File: src/hw/fpmdcr_pkg.sv
// constants, field layout and types for the alarm mask and device configuration registers
package fpmdcr_pkg;

  localparam int          ADDR_W           = 8;
  localparam int          DATA_W           = 16;

  localparam logic [7:0]  ADDR_CLK_MASK    = 8'h48;
  localparam logic [7:0]  ADDR_PIN_MASK    = 8'h4b;
  localparam logic [7:0]  ADDR_DEV_CFG     = 8'h4c;
  localparam logic [7:0]  ADDR_GPIO_CFG    = 8'h4d;

  localparam logic [15:0] PIN_MASK_RST     = 16'h0780;
  localparam logic [15:0] PIN_MASK_WMASK   = 16'h7f80;
  localparam logic [15:0] DEV_CFG_RST      = 16'h0000;
  localparam logic [15:0] DEV_CFG_WMASK    = 16'h7b00;
  localparam logic [15:0] GPIO_CFG_RST     = 16'h0000;
  localparam logic [15:0] GPIO_CFG_WMASK   = 16'h7ffd;
  localparam logic [15:0] CLK_MASK_RST     = 16'h0000;
  localparam logic [15:0] CLK_MASK_WMASK   = 16'h0007;

  localparam int          ALARM_FLAGS      = 8;
  localparam int          PM_LSB           = 7;
  localparam int          PM_RAIL_BIT      = 14;
  localparam int          PM_TIMING_BIT    = 13;
  localparam int          PM_LOGIC_BIT     = 12;
  localparam int          PM_OVERCUR_BIT   = 11;
  localparam int          PM_FRAME_BIT     = 10;
  localparam int          PM_IDLE_BIT      = 9;
  localparam int          PM_EDGE_BIT      = 8;
  localparam int          PM_ACCESS_BIT    = 7;

  localparam int          DC_OWNER_BIT     = 14;
  localparam int          DC_CLKSRC_BIT    = 12;
  localparam int          DC_WORD_BIT      = 11;
  localparam int          DC_PSTATE_LSB    = 8;

  localparam int          GPIO_PINS        = 5;
  localparam int          GP_FMT_LSB       = 10;
  localparam int          GP_DIR_LSB       = 5;
  localparam int          GP_SRC_LSB       = 0;
  localparam int          ALARM_PIN        = 2;

  localparam int          CLK_SUB_FLAGS    = 3;
  localparam logic [5:0]  WORD_BITS_SHORT  = 6'h18;
  localparam logic [5:0]  WORD_BITS_LONG   = 6'h20;

  typedef enum logic [1:0] {
    FPMDCR_ACTIVE    = 2'h0,
    FPMDCR_STANDBY   = 2'h1,
    FPMDCR_PDOWN     = 2'h2,
    FPMDCR_PDOWN_ALT = 2'h3
  } fpmdcr_pstate_t;

endpackage

File: src/hw/fpmdcr_mask_or.sv
// masked or-reduction of a flag vector: high when any flag is set with its mask bit clear
`timescale 1ns/1ps
module fpmdcr_mask_or #(
  parameter int WIDTH = 8
) (
  input  wire logic [WIDTH-1:0] flags,
  input  wire logic [WIDTH-1:0] mask,
  output logic                  any_unmasked
);
  import fpmdcr_pkg::*;

  // mask bit one blocks its flag, zero lets it through
  assign any_unmasked = |(flags & ~mask);

endmodule

File: src/hw/fpmdcr_regs.sv
// alarm pin mask, device configuration and general pin configuration registers
`timescale 1ns/1ps

// Function
// [RL1] mask bit 14 blocks power rail error
// [RL2] mask bit 13 blocks timing source error
// [RL3] mask bit 12 blocks logic integrity error
// [RL4] mask bit 11 blocks overcurrent alarm
// [RL5] mask bit 10 blocks frame check, reset one
// [RL6] mask bit 9 blocks idle expiry, reset one
// [RL7] mask bit 8 blocks edge tally, reset one
// [RL8] mask bit 7 blocks bad access, reset one
// [RL9] masks apply only in pin two alarm mode
// [RL10] mask reserved bits read zero, ignore writes
// [RL11] config bit 14 picks ready pin converter
// [RL12] config bit 12 picks clock source
// [RL13] host changes clock source only when idle
// [RL14] host keeps external clock during switch-over
// [RL15] config bit 11 selects 24 or 32 bit words
// [RL16] bits 9:8 select active, standby, power-down
// [RL17] pin config layout, resets to zero
// [RL18] timing error from individually masked sub-flags
// [RL19] alarm high while any unmasked flag active
// [RL20] mask change acts the cycle after write
module fpmdcr_regs (
  input  wire logic                          ref_clk,
  input  wire logic                          reset_n,
  input  wire logic [fpmdcr_pkg::ADDR_W-1:0] reg_addr,
  input  wire logic [fpmdcr_pkg::DATA_W-1:0] reg_wr_data,
  input  wire logic                          reg_wr_en,
  input  wire logic                          reg_rd_en,
  output logic      [fpmdcr_pkg::DATA_W-1:0] reg_rd_data_ff,
  input  wire logic                          power_rail_error,
  input  wire logic                          logic_integrity_error,
  input  wire logic                          overcurrent_alarm,
  input  wire logic                          serial_frame_check_error,
  input  wire logic                          serial_idle_expiry_error,
  input  wire logic                          serial_edge_tally_error,
  input  wire logic                          bad_register_access_error,
  input  wire logic                          main_clk_watchdog_error,
  input  wire logic                          diag_osc_watchdog_error,
  input  wire logic                          main_clk_freq_error,
  input  wire logic                          current_converter_a_done,
  input  wire logic                          current_converter_b_done,
  output logic                               timing_source_error_ff,
  output logic                               general_pin_two_alarm_ff,
  output logic                               general_pin_two_alarm_oe_ff,
  output logic                               conversion_ready_pin_n_ff,
  output logic                               ready_pin_owner_select_ff,
  output logic                               clock_source_external_ff,
  output logic      [5:0]                    frame_word_bits_ff,
  output fpmdcr_pkg::fpmdcr_pstate_t         power_state_select_ff,
  output logic                               converters_enable_ff,
  output logic      [fpmdcr_pkg::GPIO_PINS-1:0] pin_format_ff,
  output logic      [fpmdcr_pkg::GPIO_PINS-1:0] pin_direction_ff,
  output logic      [fpmdcr_pkg::GPIO_PINS-1:0] pin_source_ff
);
  import fpmdcr_pkg::*;

  logic [DATA_W-1:0]        pin_mask_ff;
  logic [DATA_W-1:0]        dev_cfg_ff;
  logic [DATA_W-1:0]        gpio_cfg_ff;
  logic [DATA_W-1:0]        clk_mask_ff;
  logic [DATA_W-1:0]        nxt_rd_data;
  logic [ALARM_FLAGS-1:0]   alarm_flags;
  logic [CLK_SUB_FLAGS-1:0] clk_sub_flags;
  logic                     alarm_any;
  logic                     timing_any;
  logic                     alarm_mode;
  logic                     wr_pin_mask;
  logic                     wr_dev_cfg;
  logic                     wr_gpio_cfg;
  logic                     wr_clk_mask;

  assign wr_pin_mask = reg_wr_en && (reg_addr == ADDR_PIN_MASK);
  assign wr_dev_cfg  = reg_wr_en && (reg_addr == ADDR_DEV_CFG);
  assign wr_gpio_cfg = reg_wr_en && (reg_addr == ADDR_GPIO_CFG);
  assign wr_clk_mask = reg_wr_en && (reg_addr == ADDR_CLK_MASK);

  // register storage
  // reserved bits are held at zero by the write mask, so reads see zero
  always_ff @(posedge ref_clk) begin
    if (!reset_n) begin
      pin_mask_ff <= PIN_MASK_RST; // [RL5] [RL6] [RL7] [RL8]
    end else if (wr_pin_mask) begin
      pin_mask_ff <= reg_wr_data & PIN_MASK_WMASK; // [RL10]
    end
  end

  // bit 13 is writable but unused; kept so software reads back what it wrote
  always_ff @(posedge ref_clk) begin
    if (!reset_n) begin
      dev_cfg_ff <= DEV_CFG_RST;
    end else if (wr_dev_cfg) begin
      dev_cfg_ff <= reg_wr_data & DEV_CFG_WMASK;
    end
  end

  always_ff @(posedge ref_clk) begin
    if (!reset_n) begin
      gpio_cfg_ff <= GPIO_CFG_RST; // [RL17]
    end else if (wr_gpio_cfg) begin
      gpio_cfg_ff <= reg_wr_data & GPIO_CFG_WMASK; // [RL17]
    end
  end

  always_ff @(posedge ref_clk) begin
    if (!reset_n) begin
      clk_mask_ff <= CLK_MASK_RST;
    end else if (wr_clk_mask) begin
      clk_mask_ff <= reg_wr_data & CLK_MASK_WMASK; // [RL18]
    end
  end

  // register read port
  always_comb begin
    nxt_rd_data = '0;
    if (reg_rd_en) begin
      unique case (reg_addr)
        ADDR_PIN_MASK: nxt_rd_data = pin_mask_ff & PIN_MASK_WMASK; // [RL10]
        ADDR_DEV_CFG:  nxt_rd_data = dev_cfg_ff;
        ADDR_GPIO_CFG: nxt_rd_data = gpio_cfg_ff;
        ADDR_CLK_MASK: nxt_rd_data = clk_mask_ff;
        default:       nxt_rd_data = '0;
      endcase
    end
  end

  // read data stands for exactly one cycle, zero otherwise
  always_ff @(posedge ref_clk) begin
    if (!reset_n) begin
      reg_rd_data_ff <= '0;
    end else begin
      reg_rd_data_ff <= nxt_rd_data;
    end
  end

  // timing source error
  assign clk_sub_flags = {main_clk_freq_error, diag_osc_watchdog_error, main_clk_watchdog_error};

  fpmdcr_mask_or #(
    .WIDTH (CLK_SUB_FLAGS)
  ) u_clk_or (
    .flags        (clk_sub_flags),
    .mask         (clk_mask_ff[CLK_SUB_FLAGS-1:0]),
    .any_unmasked (timing_any)
  );

  always_ff @(posedge ref_clk) begin
    if (!reset_n) begin
      timing_source_error_ff <= 1'b0;
    end else begin
      timing_source_error_ff <= timing_any; // [RL18]
    end
  end

  // alarm pin
  // order follows mask bits 14 down to 7
  assign alarm_flags = {power_rail_error,           // [RL1]
                        timing_source_error_ff,     // [RL2]
                        logic_integrity_error,      // [RL3]
                        overcurrent_alarm,          // [RL4]
                        serial_frame_check_error,   // [RL5]
                        serial_idle_expiry_error,   // [RL6]
                        serial_edge_tally_error,    // [RL7]
                        bad_register_access_error}; // [RL8]

  // pin two serves as alarm when its source bit is set
  assign alarm_mode = gpio_cfg_ff[GP_SRC_LSB + ALARM_PIN];

  fpmdcr_mask_or #(
    .WIDTH (ALARM_FLAGS)
  ) u_alarm_or (
    .flags        (alarm_flags),
    .mask         (pin_mask_ff[PM_LSB +: ALARM_FLAGS]),
    .any_unmasked (alarm_any)
  );

  // masking gates only the pin; the flags themselves are never cleared here
  always_ff @(posedge ref_clk) begin
    if (!reset_n) begin
      general_pin_two_alarm_ff <= 1'b0;
    end else begin
      general_pin_two_alarm_ff <= alarm_mode && alarm_any; // [RL9] [RL19] [RL20]
    end
  end

  always_ff @(posedge ref_clk) begin
    if (!reset_n) begin
      general_pin_two_alarm_oe_ff <= 1'b0;
    end else begin
      general_pin_two_alarm_oe_ff <= alarm_mode; // [RL9]
    end
  end

  // device configuration outputs
  // the ready strobe follows only the selected converter, one cycle late
  always_ff @(posedge ref_clk) begin
    if (!reset_n) begin
      conversion_ready_pin_n_ff <= 1'b1;
    end else if (dev_cfg_ff[DC_OWNER_BIT]) begin
      conversion_ready_pin_n_ff <= !current_converter_b_done; // [RL11]
    end else begin
      conversion_ready_pin_n_ff <= !current_converter_a_done; // [RL11]
    end
  end

  always_ff @(posedge ref_clk) begin
    if (!reset_n) begin
      ready_pin_owner_select_ff <= 1'b0;
    end else begin
      ready_pin_owner_select_ff <= dev_cfg_ff[DC_OWNER_BIT]; // [RL11]
    end
  end

  // no interlock: switching safely is left to the host
  always_ff @(posedge ref_clk) begin
    if (!reset_n) begin
      clock_source_external_ff <= 1'b0;
    end else begin
      clock_source_external_ff <= dev_cfg_ff[DC_CLKSRC_BIT]; // [RL12] [RL13] [RL14]
    end
  end

  always_ff @(posedge ref_clk) begin
    if (!reset_n) begin
      frame_word_bits_ff <= WORD_BITS_SHORT;
    end else if (dev_cfg_ff[DC_WORD_BIT]) begin
      frame_word_bits_ff <= WORD_BITS_LONG; // [RL15]
    end else begin
      frame_word_bits_ff <= WORD_BITS_SHORT; // [RL15]
    end
  end

  always_ff @(posedge ref_clk) begin
    if (!reset_n) begin
      power_state_select_ff <= FPMDCR_ACTIVE;
    end else begin
      power_state_select_ff <= fpmdcr_pstate_t'(dev_cfg_ff[DC_PSTATE_LSB +: 2]); // [RL16]
    end
  end

  // converters run in active only; standby and both power-down codes stop them
  always_ff @(posedge ref_clk) begin
    if (!reset_n) begin
      converters_enable_ff <= 1'b1;
    end else begin
      unique case (fpmdcr_pstate_t'(dev_cfg_ff[DC_PSTATE_LSB +: 2]))
        FPMDCR_ACTIVE:    converters_enable_ff <= 1'b1; // [RL16]
        FPMDCR_STANDBY:   converters_enable_ff <= 1'b0; // [RL16]
        FPMDCR_PDOWN:     converters_enable_ff <= 1'b0; // [RL16]
        FPMDCR_PDOWN_ALT: converters_enable_ff <= 1'b0; // [RL16]
      endcase
    end
  end

  // general pin configuration outputs
  always_ff @(posedge ref_clk) begin
    if (!reset_n) begin
      pin_format_ff    <= '0;
      pin_direction_ff <= '0;
      pin_source_ff    <= '0;
    end else begin
      pin_format_ff    <= gpio_cfg_ff[GP_FMT_LSB +: GPIO_PINS]; // [RL17]
      pin_direction_ff <= gpio_cfg_ff[GP_DIR_LSB +: GPIO_PINS]; // [RL17]
      pin_source_ff    <= gpio_cfg_ff[GP_SRC_LSB +: GPIO_PINS]; // [RL17]
    end
  end
endmodule

File: config.mk
export PLATFORM = sky130hd
export DESIGN_NAME = fpmdcr_regs
export DESIGN_NICKNAME = d
export VERILOG_FILES = /design/src/hw/fpmdcr_pkg.sv /design/src/hw/fpmdcr_mask_or.sv /design/src/hw/fpmdcr_regs.sv
export SDC_FILE = /design/constraint.sdc
export NUM_CORES = 1
export LEC_CHECK = 0
export ABC_AREA = 1
export BUFFER_PORTS_ARGS = -buffer_cell sky130_fd_sc_hd__buf_2
export CORE_MARGIN = 3
export CORE_UTILIZATION = 55
export CTS_CLUSTER_DIAMETER = 100
export DETAILED_ROUTE_END_ITERATION = 8
export GPL_TIMING_DRIVEN = 0
export PLACE_DENSITY = 0.84
export SLEW_MARGIN = 20
export SYNTH_ARGS = -nofsm -noshare
export SYNTH_HDL_FRONTEND = slang
export SYNTH_SLANG_ARGS = --single-unit
File: constraint.sdc
create_clock -name ref_clk -period 4 [get_ports ref_clk]
set_clock_uncertainty 0.15 [all_clocks]
set_input_delay 1 -clock ref_clk [delete_from_list [all_inputs] [get_ports ref_clk]]
set_output_delay 1 -clock ref_clk [all_outputs]
set_load 0.02 [all_outputs]
==> metrics.md <==
| Metric | Value |
|---|---|
| Clk buf depth | 2 |
| DP Wirelength | about 5.1 mm |
| First-pass GRT wire length | approximately 11 mm |
| Port Buffers | 77 |
| Count leader, synth | nand2_1 |
| Hold Buf Count CTS | 0 |
| Die area | 0.00622 mm² |
| Gr ovfl total | 0 |
| Number of core rows | 25 |
| Ys async rst share | 0% |
| Max_cap viols | 0 |
| CTS buffer count | 9 |
| Reg-to-reg startpoint | pin_mask_ff[12]$_SDFFE_PN0P_ |
| Antenna violations before repair | 0 |
| WS Path Type | register to primary output |
| Crit share post-route | 51.9% |
| Top_reg_cell synth | dfxtp_1 |
| Dominant cell type by area after synthesis | dfxtp_1 |
| PwrDens | between 300 and 400 mW/mm² |
| Unrepaired setup endpoints after global routing | false |
| Syn Inst Count | roughly 410 |
| CTS H-Tree Depth | 3 |
| Critical path required time | between 2 and 3 ns |
| Drt pass-1 iters | 4 |
| # fillers | between 400 and 500 |
| Largest net degree at the start of global routing | 12 |
| Fin crit period | approximately 2.1 ns |
| GP Congestion | roughly 0.88 |
| Post-Synthesis Cell Area | just under 0.003 mm² |
| Nets | roughly 540 |
| Total clock sinks | 70 |
| Crit end category | primary output |
| Vias per cell | roughly 4.6 |
| Area growth, synth to finish | 24.2% |
| Cts repair resizes | 0 |
| Starting density of the core | 59.4% |
| Total negative slack | 0 ns |
| Fin. max-slew vios | 0 |
| Mean Syn Cell Area | around 7.1 µm² |
| Share of layout cells above drive strength 1 | between 20% and 30% |
| WL per Instance | roughly 12 µm |
| Final wirelength | 6.88 mm |
| Fmax | 0.482 GHz |
| Setup violators final | 0 |
| # Post-CTS Setup Buffers | 0 |
| Clock Pin Slew Worst Setup and Hold Paths | 0.07 ns |
| Via Count | 2667 |
| Seq/Total Area, Yosys | just under 50% |
| Crit path launch | pin_source_ff[2]$_SDFF_PN0_ |
| # DRC | 0 |
| Post-synth EDFFs | 0 |
| Final core utilization | 73.8% |
| Worst skew pair latency | between 0.3 and 0.4 ns |
| Fin cells | roughly 580 |
| Final Hold Violating Endpoints | 0 |
| CTS tree | done |
| Worst hold start | gpio_cfg_ff[5]$_SDFFE_PN0P_ |
| Synth unique cells | 23 |
| Cell area after layout | around 0.0036 mm² |
| Die span in y | ~80 µm |
| Critical path arrival | between 0.9 and 1 ns |
| Root buffer cell | clkbuf_8 |
| Worst Hold Class | register to register |
| Leakage power | 2.07 nW |
| Top cell types by occurrence after synthesis | 114 x nand2_1, 81 x inv_1, 70 x dfxtp_1 |
| Post-DRT Antenna Nets | 0 |
| Yosys reg bits | 70 |
| Peak supply drop | 0.261 mV |
| Yosys Warn Count | 0 |
| # IOs | 86 |
| Main area contributors after synthesis | dfxtp_1 48%, nand2_1 15%, inv_1 10%, nor2_1 4.4%, nand3_1 3.6% |
| Initial DRC Count | between 100 and 150 |
| CP max FO | 2 |
| GRT Util Overall | between 20% and 30% |
| Number of global-route vias before repair | 2632 |
| Antenna cells | 0 |
| Startpoint Class | register |
| Slew HR | 58.8% |
| Placed inst area | around 0.0034 mm² |
| Synth top area share | 48.0% |
| Worst Tran Pin Value | between 0.6 and 0.7 ns |
| Die X | ~79 µm |
| Status | completed |
| Core area | ~0.0049 mm² |
| Cells after DPL | 560 |
sequential cells by signal, indices dropped and copies added, names as in the netlist:
signal and flops:
clk_mask_ff 3, clock_source_external_ff 1, conversion_ready_pin_n_ff 1, converters_enable_ff 1, dev_cfg_ff 6, frame_word_bits_ff 2
general_pin_two_alarm_ff 1, gpio_cfg_ff 14, pin_direction_ff 5, pin_format_ff 5, pin_mask_ff 8, pin_source_ff 4
power_state_select_ff 2, ready_pin_owner_select_ff 1, reg_rd_data_ff 15, timing_source_error_ff 1
stage by stage:
step           setup WS (ns)  power, W  hold slack (ns)
6_report                1.93   0.00141            0.276
5_1_grt                 1.84   0.00145            0.289
4_1_cts                 1.92   0.00141            0.276
3_5_place_dp            1.64  0.000793            0.266
3_3_place_gp            1.68  0.000792            0.262
2_1_floorplan           1.95  0.000761            0.241
area by class of cell:
class                      instances  area (µm²)  share of cell area [%]
inverter                          94         353                    9.73
multi-input combinational        232        1060                    29.2
clock inverter                     4        70.1                    1.93
tap                               67        83.8                    2.31
clock buffer                      11         151                    4.18
timing repair buffer              77         385                    10.6
buffer                            20         121                    3.35
sequential                        70        1400                    38.7
layout by cell type (no fill, tap or decap), types with 3 or more instances in the layout:
master / n
buf_2: 81
buf_4: 9
nor2_2: 11
nand2_2: 14
o21ai_0: 7
nor2_1: 34
nor2_4: 3
nand2_1: 114
nor3_1: 5
inv_1: 81
inv_2: 13
nand3_1: 21
a21oi_1: 4
a21boi_0: 5
clkbuf_1: 5
clkbuf_8: 11
conb_1: 5
nand4_1: 5
dfxtp_1: 70
path summary, 6_finish.rpt:
check                                                            to  slack (ns)  cells after the start
worst min register to register       pin_direction_ff[0]$_SDFF_PN0_        0.28                      2
worst min-delay path                 pin_direction_ff[0]$_SDFF_PN0_        0.28                      2
worst max-delay path                               pin_source_ff[2]        1.93                      2
worst max register to register  general_pin_two_alarm_ff$_SDFF_PN0_        3.05                      5
power breakdown:
part | leakage [nW] | internal [W] | switching (W)
Clock | 0.115 | 0.000379 | 0.000254
Sequential | 0.565 | 0.000699 | 0.00000112
Combinational | 1.39 | 0.0000290 | 0.0000498
critical path, cell delays in order (launching register included):
cell     delay, ns
dfxtp_1       0.31
buf_4         0.12
buf_2         0.15
logic make-up after synthesis:
logic type	after synthesis	share of synthesized area [%]
AO/OA/AOI/OAI	19	3.86
buffers and inverters	114	16.2
flip-flops	70	48.0
other	1	0.128
AND/OR/NAND/NOR	208	31.8
per-layer routing:
metal  wire [µm]  up-vias  track usage (%)  part of all wire [%]
met5           0        -                0                     0
li1            -     1368                -                     -
met2        3270       99             40.0                    48
met4         175        0             9.97                   2.5
met3         539       15             6.01                   7.8
met1        2890     1185             29.0                    42
Power figures use the tool's default switching activity.
